**config.mk**
```make
export PLATFORM = sky130hd
export DESIGN_NAME = uhbi_top
export DESIGN_NICKNAME = d
export VERILOG_FILES = /design/src/uhbi_pkg.sv /design/src/uhbi_regstore.sv /design/src/uhbi_top.sv
export SDC_FILE = /design/constraint.sdc
export NUM_CORES = 1
export LEC_CHECK = 0
export BUFFER_PORTS_ARGS = -buffer_cell sky130_fd_sc_hd__buf_2
export CAP_MARGIN = 20
export CORE_MARGIN = 2
export CORE_UTILIZATION = 53
export CTS_CLUSTER_SIZE = 12
export DETAILED_ROUTE_END_ITERATION = 6
export PLACE_DENSITY = 0.85
export SLEW_MARGIN = 10
export SYNTH_ARGS = -nofsm -noshare
export SYNTH_HDL_FRONTEND = slang
export SYNTH_SLANG_ARGS = --single-unit
```
**constraint.sdc**
```tcl
create_clock -name mclk -period 2.25 [get_ports mclk]
set_input_delay 0.225 -clock mclk [delete_from_list [all_inputs] [get_ports mclk]]
set_output_delay 0.225 -clock mclk [all_outputs]
set_load 0.01 [all_outputs]
```
**src/uhbi_pkg.sv**
```systemverilog
// shared constants and types for the uart host bus interface
package uhbi_pkg;

  localparam int DATA_W = 8;
  localparam int ADDR_W = 3;
  localparam int NUM_REGS = 8;

  // pin levels that count as asserted, and the idle (transparent) address strobe level
  localparam logic SEL_A_ON = 1'h1;
  localparam logic SEL_B_ON = 1'h1;
  localparam logic SEL_C_ON = 1'h0;
  localparam logic STROBE_HI_ON = 1'h1;
  localparam logic STROBE_LO_ON = 1'h0;
  localparam logic LATCH_IDLE = 1'h0;
  localparam logic DRIVE_DISABLE_N_READING = 1'h0;

  // reset values
  localparam logic [7:0] REG_RESET = 8'h00;
  localparam logic [2:0] ADDR_RESET = 3'h0;

  // selects and register address as one bundle, latched or live
  typedef struct packed {
    logic sel_a;
    logic sel_b;
    logic sel_c_n;
    logic [ADDR_W-1:0] addr;
  } uhbi_sel_type;

  localparam uhbi_sel_type SEL_RESET = '{sel_a: 1'h0, sel_b: 1'h0, sel_c_n: 1'h1, addr: ADDR_RESET};

  // access sequencer states
  typedef enum logic [1:0] {
    ST_IDLE = 2'b00,
    ST_READ = 2'b01,
    ST_WRITE = 2'b10
  } uhbi_state_type;

endpackage

```
**src/uhbi_regstore.sv**
```systemverilog
// register store: flop array written by the host port, read by index
`timescale 1ns/1ps
`default_nettype none
module uhbi_regstore #(
  parameter int DATA_W = uhbi_pkg::DATA_W,
  parameter int ADDR_W = uhbi_pkg::ADDR_W,
  parameter int NUM_REGS = uhbi_pkg::NUM_REGS
) (
  input wire logic mclk, // system clock
  input wire logic srst, // synchronous reset, active high
  input wire logic wr_en, // one-cycle store pulse
  input wire logic [ADDR_W-1:0] wr_addr, // register written
  input wire logic [DATA_W-1:0] wr_data, // value written
  input wire logic [ADDR_W-1:0] rd_addr, // register read
  output logic [DATA_W-1:0] rd_data, // combinational read value
  output logic [NUM_REGS*DATA_W-1:0] contents // every register, register 0 lowest
);

  logic [DATA_W-1:0] store_reg [NUM_REGS];
  logic [DATA_W-1:0] store_next [NUM_REGS];

  // one flop word per register, each with its own next-value logic
  for (genvar i = 0; i < NUM_REGS; i++) begin : g_word
    always_comb begin
      store_next[i] = store_reg[i];
      if (wr_en && (wr_addr == ADDR_W'(i))) begin
        store_next[i] = wr_data;
      end
    end

    always_ff @(posedge mclk) begin
      if (srst) begin
        store_reg[i] <= uhbi_pkg::REG_RESET;
      end else begin
        store_reg[i] <= store_next[i];
      end
    end

    assign contents[i*DATA_W +: DATA_W] = store_reg[i];
  end

  // read path, bit 0 of each word is its least significant bit
  assign rd_data = store_reg[rd_addr];

endmodule
`default_nettype wire

```
**src/uhbi_top.sv**
```systemverilog
// uart host bus interface: selects, strobes, address latch and data bus
// Summary of operation
// RULE1: selected when both high selects high, third low
// RULE2: third chip select is active low
// RULE3: read when either read strobe asserted
// RULE4: both write strobes move data in alike
// RULE5: host holds unused high write strobe low
// RULE6: address strobe rise latches selects and address
// RULE7: address strobe held low passes inputs directly
// RULE8: three select bits choose the register
// RULE9: eight-bit two-way tri-state data bus
// RULE10: data bit 0 is least significant
// RULE11: write stores bus data into selected register
// RULE12: drive disable low while host reads
// RULE13: bus driven only during selected read
`timescale 1ns/1ps
`default_nettype none
module uhbi_top #(
  parameter int DATA_W = uhbi_pkg::DATA_W,
  parameter int ADDR_W = uhbi_pkg::ADDR_W,
  parameter int NUM_REGS = uhbi_pkg::NUM_REGS
) (
  input wire logic mclk, // system clock, 50 MHz
  input wire logic srst, // synchronous reset, active high
  input wire logic select_a_hi, // chip select, active high
  input wire logic select_b_hi, // chip select, active high
  input wire logic select_c_lo, // chip select, active low
  input wire logic [ADDR_W-1:0] reg_select, // register address
  input wire logic read_strobe_hi, // read strobe, active high
  input wire logic read_strobe_lo, // read strobe, active low
  input wire logic write_strobe_hi, // write strobe, active high
  input wire logic write_strobe_lo, // write strobe, active low
  input wire logic addr_latch_strobe_n, // address strobe, rising edge latches
  input wire logic [DATA_W-1:0] host_data_in, // data bus, pin level
  output logic [DATA_W-1:0] host_data_out, // data bus, driven value
  output logic host_data_oe, // data bus output enable, high drives
  output logic drive_disable_n, // low while host reads
  output logic wr_event, // one-cycle pulse when a register is stored
  output logic rd_event, // one-cycle pulse when a read ends
  output logic [ADDR_W-1:0] event_addr, // register of the last event
  output logic [NUM_REGS*DATA_W-1:0] reg_contents // all registers, register 0 lowest
);

  // decode of the select bundle, used for live and latched forms
  function automatic logic sel_match(input uhbi_pkg::uhbi_sel_type s);
    sel_match = (s.sel_a == uhbi_pkg::SEL_A_ON) && (s.sel_b == uhbi_pkg::SEL_B_ON)
      && (s.sel_c_n == uhbi_pkg::SEL_C_ON);
  endfunction

  uhbi_pkg::uhbi_sel_type live_sel;
  uhbi_pkg::uhbi_sel_type eff_sel;
  uhbi_pkg::uhbi_sel_type latch_reg, latch_next;
  logic as_prev_reg, as_prev_next;
  logic as_rise;
  logic selected;
  logic rd_req;
  logic wr_req;

  uhbi_pkg::uhbi_state_type state_reg, state_next;
  logic [DATA_W-1:0] wdata_reg, wdata_next;
  logic [ADDR_W-1:0] addr_reg, addr_next;
  logic [DATA_W-1:0] dout_reg, dout_next;
  logic wr_pulse_reg, wr_pulse_next;
  logic rd_pulse_reg, rd_pulse_next;
  logic [DATA_W-1:0] store_rd_data;

  // live pin bundle
  assign live_sel = '{sel_a: select_a_hi, sel_b: select_b_hi, sel_c_n: select_c_lo, addr: reg_select};
  assign as_rise = addr_latch_strobe_n && !as_prev_reg; // [RULE6]

  // address latch: capture on rising strobe, hold while high
  always_comb begin
    as_prev_next = addr_latch_strobe_n;
    latch_next = latch_reg;
    if (as_rise) begin
      latch_next = live_sel; // [RULE6]
    end
  end

  always_ff @(posedge mclk) begin
    if (srst) begin
      as_prev_reg <= uhbi_pkg::LATCH_IDLE;
      latch_reg <= uhbi_pkg::SEL_RESET;
    end else begin
      as_prev_reg <= as_prev_next;
      latch_reg <= latch_next;
    end
  end

  // strobe low means transparent; in the rising cycle the live pins are what gets latched
  assign eff_sel = (addr_latch_strobe_n == uhbi_pkg::LATCH_IDLE || as_rise) ? live_sel : latch_reg; // [RULE7]
  assign selected = sel_match(eff_sel); // [RULE1] [RULE2]
  // either polarity counts; the host ties the unused one inactive
  assign rd_req = (read_strobe_hi == uhbi_pkg::STROBE_HI_ON) || (read_strobe_lo == uhbi_pkg::STROBE_LO_ON); // [RULE3]
  assign wr_req = (write_strobe_hi == uhbi_pkg::STROBE_HI_ON)
    || (write_strobe_lo == uhbi_pkg::STROBE_LO_ON); // [RULE4] [RULE5]

  // access sequencer: data is taken on the last strobe cycle, stored as the strobe drops,
  // so a host that settles data late in the strobe is still caught
  always_comb begin
    state_next = state_reg;
    wdata_next = wdata_reg;
    addr_next = addr_reg;
    wr_pulse_next = 1'h0;
    rd_pulse_next = 1'h0;
    unique case (state_reg)
      uhbi_pkg::ST_IDLE: begin
        if (selected && wr_req) begin
          state_next = uhbi_pkg::ST_WRITE;
          wdata_next = host_data_in;
          addr_next = eff_sel.addr; // [RULE8]
        end else if (selected && rd_req) begin
          state_next = uhbi_pkg::ST_READ;
          addr_next = eff_sel.addr;
        end
      end
      uhbi_pkg::ST_WRITE: begin
        if (selected && wr_req) begin
          wdata_next = host_data_in; // [RULE4]
          addr_next = eff_sel.addr;
        end else begin
          state_next = uhbi_pkg::ST_IDLE;
          wr_pulse_next = 1'h1; // [RULE11]
        end
      end
      uhbi_pkg::ST_READ: begin
        if (!(selected && rd_req)) begin
          state_next = uhbi_pkg::ST_IDLE;
          rd_pulse_next = 1'h1;
        end
      end
      default: begin
        state_next = uhbi_pkg::ST_IDLE;
      end
    endcase
  end

  always_ff @(posedge mclk) begin
    if (srst) begin
      state_reg <= uhbi_pkg::ST_IDLE;
      wdata_reg <= uhbi_pkg::REG_RESET;
      addr_reg <= uhbi_pkg::ADDR_RESET;
      wr_pulse_reg <= 1'h0;
      rd_pulse_reg <= 1'h0;
    end else begin
      state_reg <= state_next;
      wdata_reg <= wdata_next;
      addr_reg <= addr_next;
      wr_pulse_reg <= wr_pulse_next;
      rd_pulse_reg <= rd_pulse_next;
    end
  end

  uhbi_regstore #(.DATA_W(DATA_W), .ADDR_W(ADDR_W), .NUM_REGS(NUM_REGS)) u_store (
    .mclk(mclk),
    .srst(srst),
    .wr_en(wr_pulse_next),
    .wr_addr(addr_reg),
    .wr_data(wdata_reg),
    .rd_addr(eff_sel.addr),
    .rd_data(store_rd_data),
    .contents(reg_contents)
  );

  // read data flop follows the addressed register every cycle, one cycle behind
  always_comb begin
    dout_next = store_rd_data; // [RULE8] [RULE10]
  end

  always_ff @(posedge mclk) begin
    if (srst) begin
      dout_reg <= uhbi_pkg::REG_RESET;
    end else begin
      dout_reg <= dout_next;
    end
  end

  // enable is combinational so the bus is released the moment the read drops
  assign host_data_out = dout_reg; // [RULE9]
  assign host_data_oe = selected && rd_req && !wr_req && !srst; // [RULE13]
  assign drive_disable_n = host_data_oe ? uhbi_pkg::DRIVE_DISABLE_N_READING : !uhbi_pkg::DRIVE_DISABLE_N_READING; // [RULE12]
  assign wr_event = wr_pulse_reg;
  assign rd_event = rd_pulse_reg;
  assign event_addr = addr_reg;

  // checks
  // pin-level decode written out apart from the logic, checked while the latch is transparent
  property p_oe_decode;
    @(posedge mclk) disable iff (srst)
    !addr_latch_strobe_n |-> host_data_oe == (select_a_hi && select_b_hi && !select_c_lo
      && (read_strobe_hi || !read_strobe_lo) && !write_strobe_hi && write_strobe_lo);
  endproperty
  a_oe_decode: assert property (p_oe_decode) else $error("bus enable does not match read decode"); // [RULE13]

  property p_cs_c_blocks;
    @(posedge mclk) disable iff (srst)
    (eff_sel.sel_c_n != uhbi_pkg::SEL_C_ON) |-> !host_data_oe;
  endproperty
  a_cs_c_blocks: assert property (p_cs_c_blocks) else $error("bus driven with low-active select off"); // [RULE2]

  property p_sel_ab;
    @(posedge mclk) disable iff (srst)
    (!eff_sel.sel_a || !eff_sel.sel_b) |-> !host_data_oe && (state_next == uhbi_pkg::ST_IDLE || state_reg != uhbi_pkg::ST_IDLE);
  endproperty
  a_sel_ab: assert property (p_sel_ab) else $error("access taken without both high selects"); // [RULE1]

  property p_rd_hi;
    @(posedge mclk) disable iff (srst)
    selected && read_strobe_hi && !wr_req |-> host_data_oe && !drive_disable_n;
  endproperty
  a_rd_hi: assert property (p_rd_hi) else $error("high read strobe did not start a read"); // [RULE3]

  property p_drive_disable_n;
    @(posedge mclk) disable iff (srst)
    drive_disable_n == !host_data_oe;
  endproperty
  a_drive_disable_n: assert property (p_drive_disable_n) else $error("drive disable not low during read"); // [RULE12]

  property p_latch_capture;
    @(posedge mclk) disable iff (srst)
    as_rise ##1 addr_latch_strobe_n |-> eff_sel == $past(live_sel);
  endproperty
  a_latch_capture: assert property (p_latch_capture) else $error("address strobe rise did not latch selects"); // [RULE6]

  property p_transparent;
    @(posedge mclk) disable iff (srst)
    !addr_latch_strobe_n |-> eff_sel == live_sel;
  endproperty
  a_transparent: assert property (p_transparent) else $error("low address strobe not transparent"); // [RULE7]

  property p_write_store;
    @(posedge mclk) disable iff (srst)
    (state_reg == uhbi_pkg::ST_WRITE && !(selected && wr_req)) |->
      ##1 wr_event ##0 reg_contents[addr_reg*DATA_W +: DATA_W] == wdata_reg;
  endproperty
  a_write_store: assert property (p_write_store) else $error("write did not store bus data"); // [RULE11] [RULE4]

  property p_read_data;
    @(posedge mclk) disable iff (srst)
    host_data_oe && $past(host_data_oe) && $stable(eff_sel.addr) && !$past(wr_pulse_next)
      |-> host_data_out == reg_contents[eff_sel.addr*DATA_W +: DATA_W];
  endproperty
  a_read_data: assert property (p_read_data) else $error("read data is not the addressed register"); // [RULE8] [RULE9]

  property p_cov_read;
    @(posedge mclk) disable iff (srst)
    host_data_oe ##2 rd_event;
  endproperty
  c_cov_read: cover property (p_cov_read);

  property p_cov_write;
    @(posedge mclk) disable iff (srst)
    (state_reg == uhbi_pkg::ST_WRITE) ##1 wr_event;
  endproperty
  c_cov_write: cover property (p_cov_write);

  property p_cov_latched_read;
    @(posedge mclk) disable iff (srst)
    as_rise ##[1:20] (addr_latch_strobe_n && host_data_oe);
  endproperty
  c_cov_latched_read: cover property (p_cov_latched_read);

endmodule
`default_nettype wire
```
==> results.md <==
* Run status: finished clean
* Clk slew on worst S/H paths at 90 ps
* Max Fclk at 461 MHz
* Site Rows at 32
* Main combinational cell family by area after synthesis: multiplexers
* Netlist Area Pre-Place at 4190 um^2
* Post-route insts no fill at 658
* Filler instances at between 600 and 700
* RSZ-0062 raised after global routing: false
* Vias/cell at 5.98
* Dpl ws at 182 ps
* Cell total after placement at 642
* Clock Sinks at 94
* GPL Wtd Cong at 0.854
* Final hold vios at 0
* Worst Setup Start Kind: flop
* DR vias at 3935
* Synth Warn # at 0
* Yosys top cell area share at 44.9%
* Layout cell share with drive strength beyond 1 at approximately 25%
* Cells after Synth at 460
* GRT overflow at 0
* Setup Skew at 9.39 ps
* Post-synthesis sequential area ratio at 44.9%
* Final setup vio count at 0
* Yosys cell types at 37
* Post-synth ARST share at 0%
* Num CTS Buffers at 9
* # diodes at 0
* First-pass GRT wire length at 19100 um
* Pins Over Slew Limit at 0
* Top cells by area, synth: dfxtp_1, mux2i_1, nand2_1
* Static Leakage at 2.33 nW
* Tot Pwr at 2.99 mW
* Period minus WS final at 2170 ps
* Xor-xnor portion of the synthesized cell area at 0%
* Worst setup startpoint: as_prev_reg
* Post-synthesis simple-gate area fraction at a little under a fifth
* Vias in the first global route at 3705
* Multiplexer share of the synthesized area at 19.7%
* Net count, final at 573
* Largest register FFs at 64
* WL final at ~12000 um
* Pwr/cell area at about 600 nW/um^2
* Tot GR Track Use at between 20% and 30%
* Syn_area_per_cell at 9.11 um^2
* Largest net degree at the start of global routing at 43
* Antenna violations before repair at 0
* Final setup margin at 79.5 ps
* Final clock period utilization by the worst path at a little over nine tenths
* Slew HR at 53.6%
* DR pass1 iterations at 6
* Routed wire per std cell at between 15 and 20 um
* CP Capture Type: output port
* Commonest non-fill, non-tap cell in the layout: buf_2
* Clock Tree Buf Depth at 2
* DRC at 0
* CTS tree: built
* Worst Min Path Start: host_data_in[2]
* # port buffers at 99
* Max_cap viols at 0
* Most frequent cells in the layout: buf_2, dfxtp_1, nand2_1
* HPWL Detailed at 8020 um
* H-tree lvl count at 3
* Worst-Skew Late Latency at about 370 ps
* Net Count, Synth at 481
* Initial Utilization at 54.5%
* EDFF count, synth at 0
* Compound-Gate Fraction of Synth Area at 13.3%
* Worst R2R Setup Slack at 350 ps
* WP data arrival at around 2000 ps
* CP Data Required Time at 2030 ps
* Dominant synthesized flop cell: dfxtp_1
* CORE AREA at 7690 um^2
* Root Buffer: clkbuf_8
* Class of the worst hold path: in -> reg
* Die W at 92.9 um
* Synth Area in Adders at 0%
* Top-level I/O count at 100
* FF-to-FF Start: as_prev_reg
* Die area at 8640 um^2
* Post-synth top area cell: dfxtp_1
* Post-DRT Antenna Nets at 0
* Maximum vdd ir drop at around 0.00035 V
* Crit Path Class: reg -> out
* Seq cells post-synth at 94
* Die height at 92.9 um
* TNS Setup at 0 ps
* Crit Path Max Fanout at 14
* DRT iter0 DRCs at 373
* Area Overhead vs Synth at 18.6%
* Worst-Margin Slew at 696 ps
[cells in the mapped netlist, types with 3 or more instances]
master	n
nor2b_1	4
o21ai_4	7
and3_1	4
dfxtp_1	94
a21oi_1	32
o21ai_0	35
nand3_1	35
nand2_1	86
clkbuf_1	19
buf_2	7
nor2_1	10
nor4_1	3
or4_1	8
nor3_1	6
mux2i_1	81
nand3b_1	3
[cell type report]
class,instances,area [um^2],area share [%]
timing repair buffer,111,598,12.0
tap,102,128,2.57
clock inverter,5,60.1,1.21
clock buffer,10,128,2.57
sequential,94,1890,37.9
multi-input combinational,335,2170,43.6
inverter,1,3.75,0.0755
[critical path: stages (launching register included)]
cell and delay, ps:
dfxtp_4 420, nand2_1 80, mux2_4 310, or2_1 250, or3_1 350, buf_2 140
[report_power, final]
group	internal [mW]	leakage, nW	switching (mW)
Sequential	1.68	0.759	0.0131
Combinational	0.0597	1.48	0.127
Clock	0.512	0.0927	0.602
Total	2.25	2.33	0.742
[stage by stage]
stage          area (um^2)  util (%)  hold slack (ps)
2_1_floorplan         4190         -              353
3_3_place_gp          4770      62.1              449
3_5_place_dp          4770      62.1              470
4_1_cts               4970      64.7             92.2
5_1_grt               4970      64.7             91.9
6_report              4970      64.7             90.5
[path summary, 6_finish.rpt]
path	end	cells after the start
setup / recovery	drive_disable_n	5
setup reg to reg	u_store.store_reg[0][4]	6
hold reg to reg	u_store.store_reg[6][6]	2
hold / removal	wdata_reg[2]	3
[routing by layer]
| layer | vias up | GRT usage [%] | routed length, um |
|---|---|---|---|
| li1 | 1812 | - | - |
| met4 | 0 | 12.1 | 257 |
| met3 | 31 | 7.65 | 1250 |
| met1 | 1856 | 36.4 | 4670 |
| met5 | - | 0 | 0 |
| met2 | 236 | 45.0 | 5730 |
[what timing repair did]
action / CTS / global route
buffers inserted: 1 / 0
hold buffers: 0 / 0
gates resized for setup: 2 / 0
endpoints found under the setup margin: 2 / 0
[cells by family (layout without fill, tap and decap cells)]
family | Yosys count | after routing
simple gates | 167 | 167
flops | 94 | 94
compound gates | 86 | 86
mux | 82 | 82
buf+inv | 31 | 127
No activity file was read; power rests on OpenSTA's default activity.
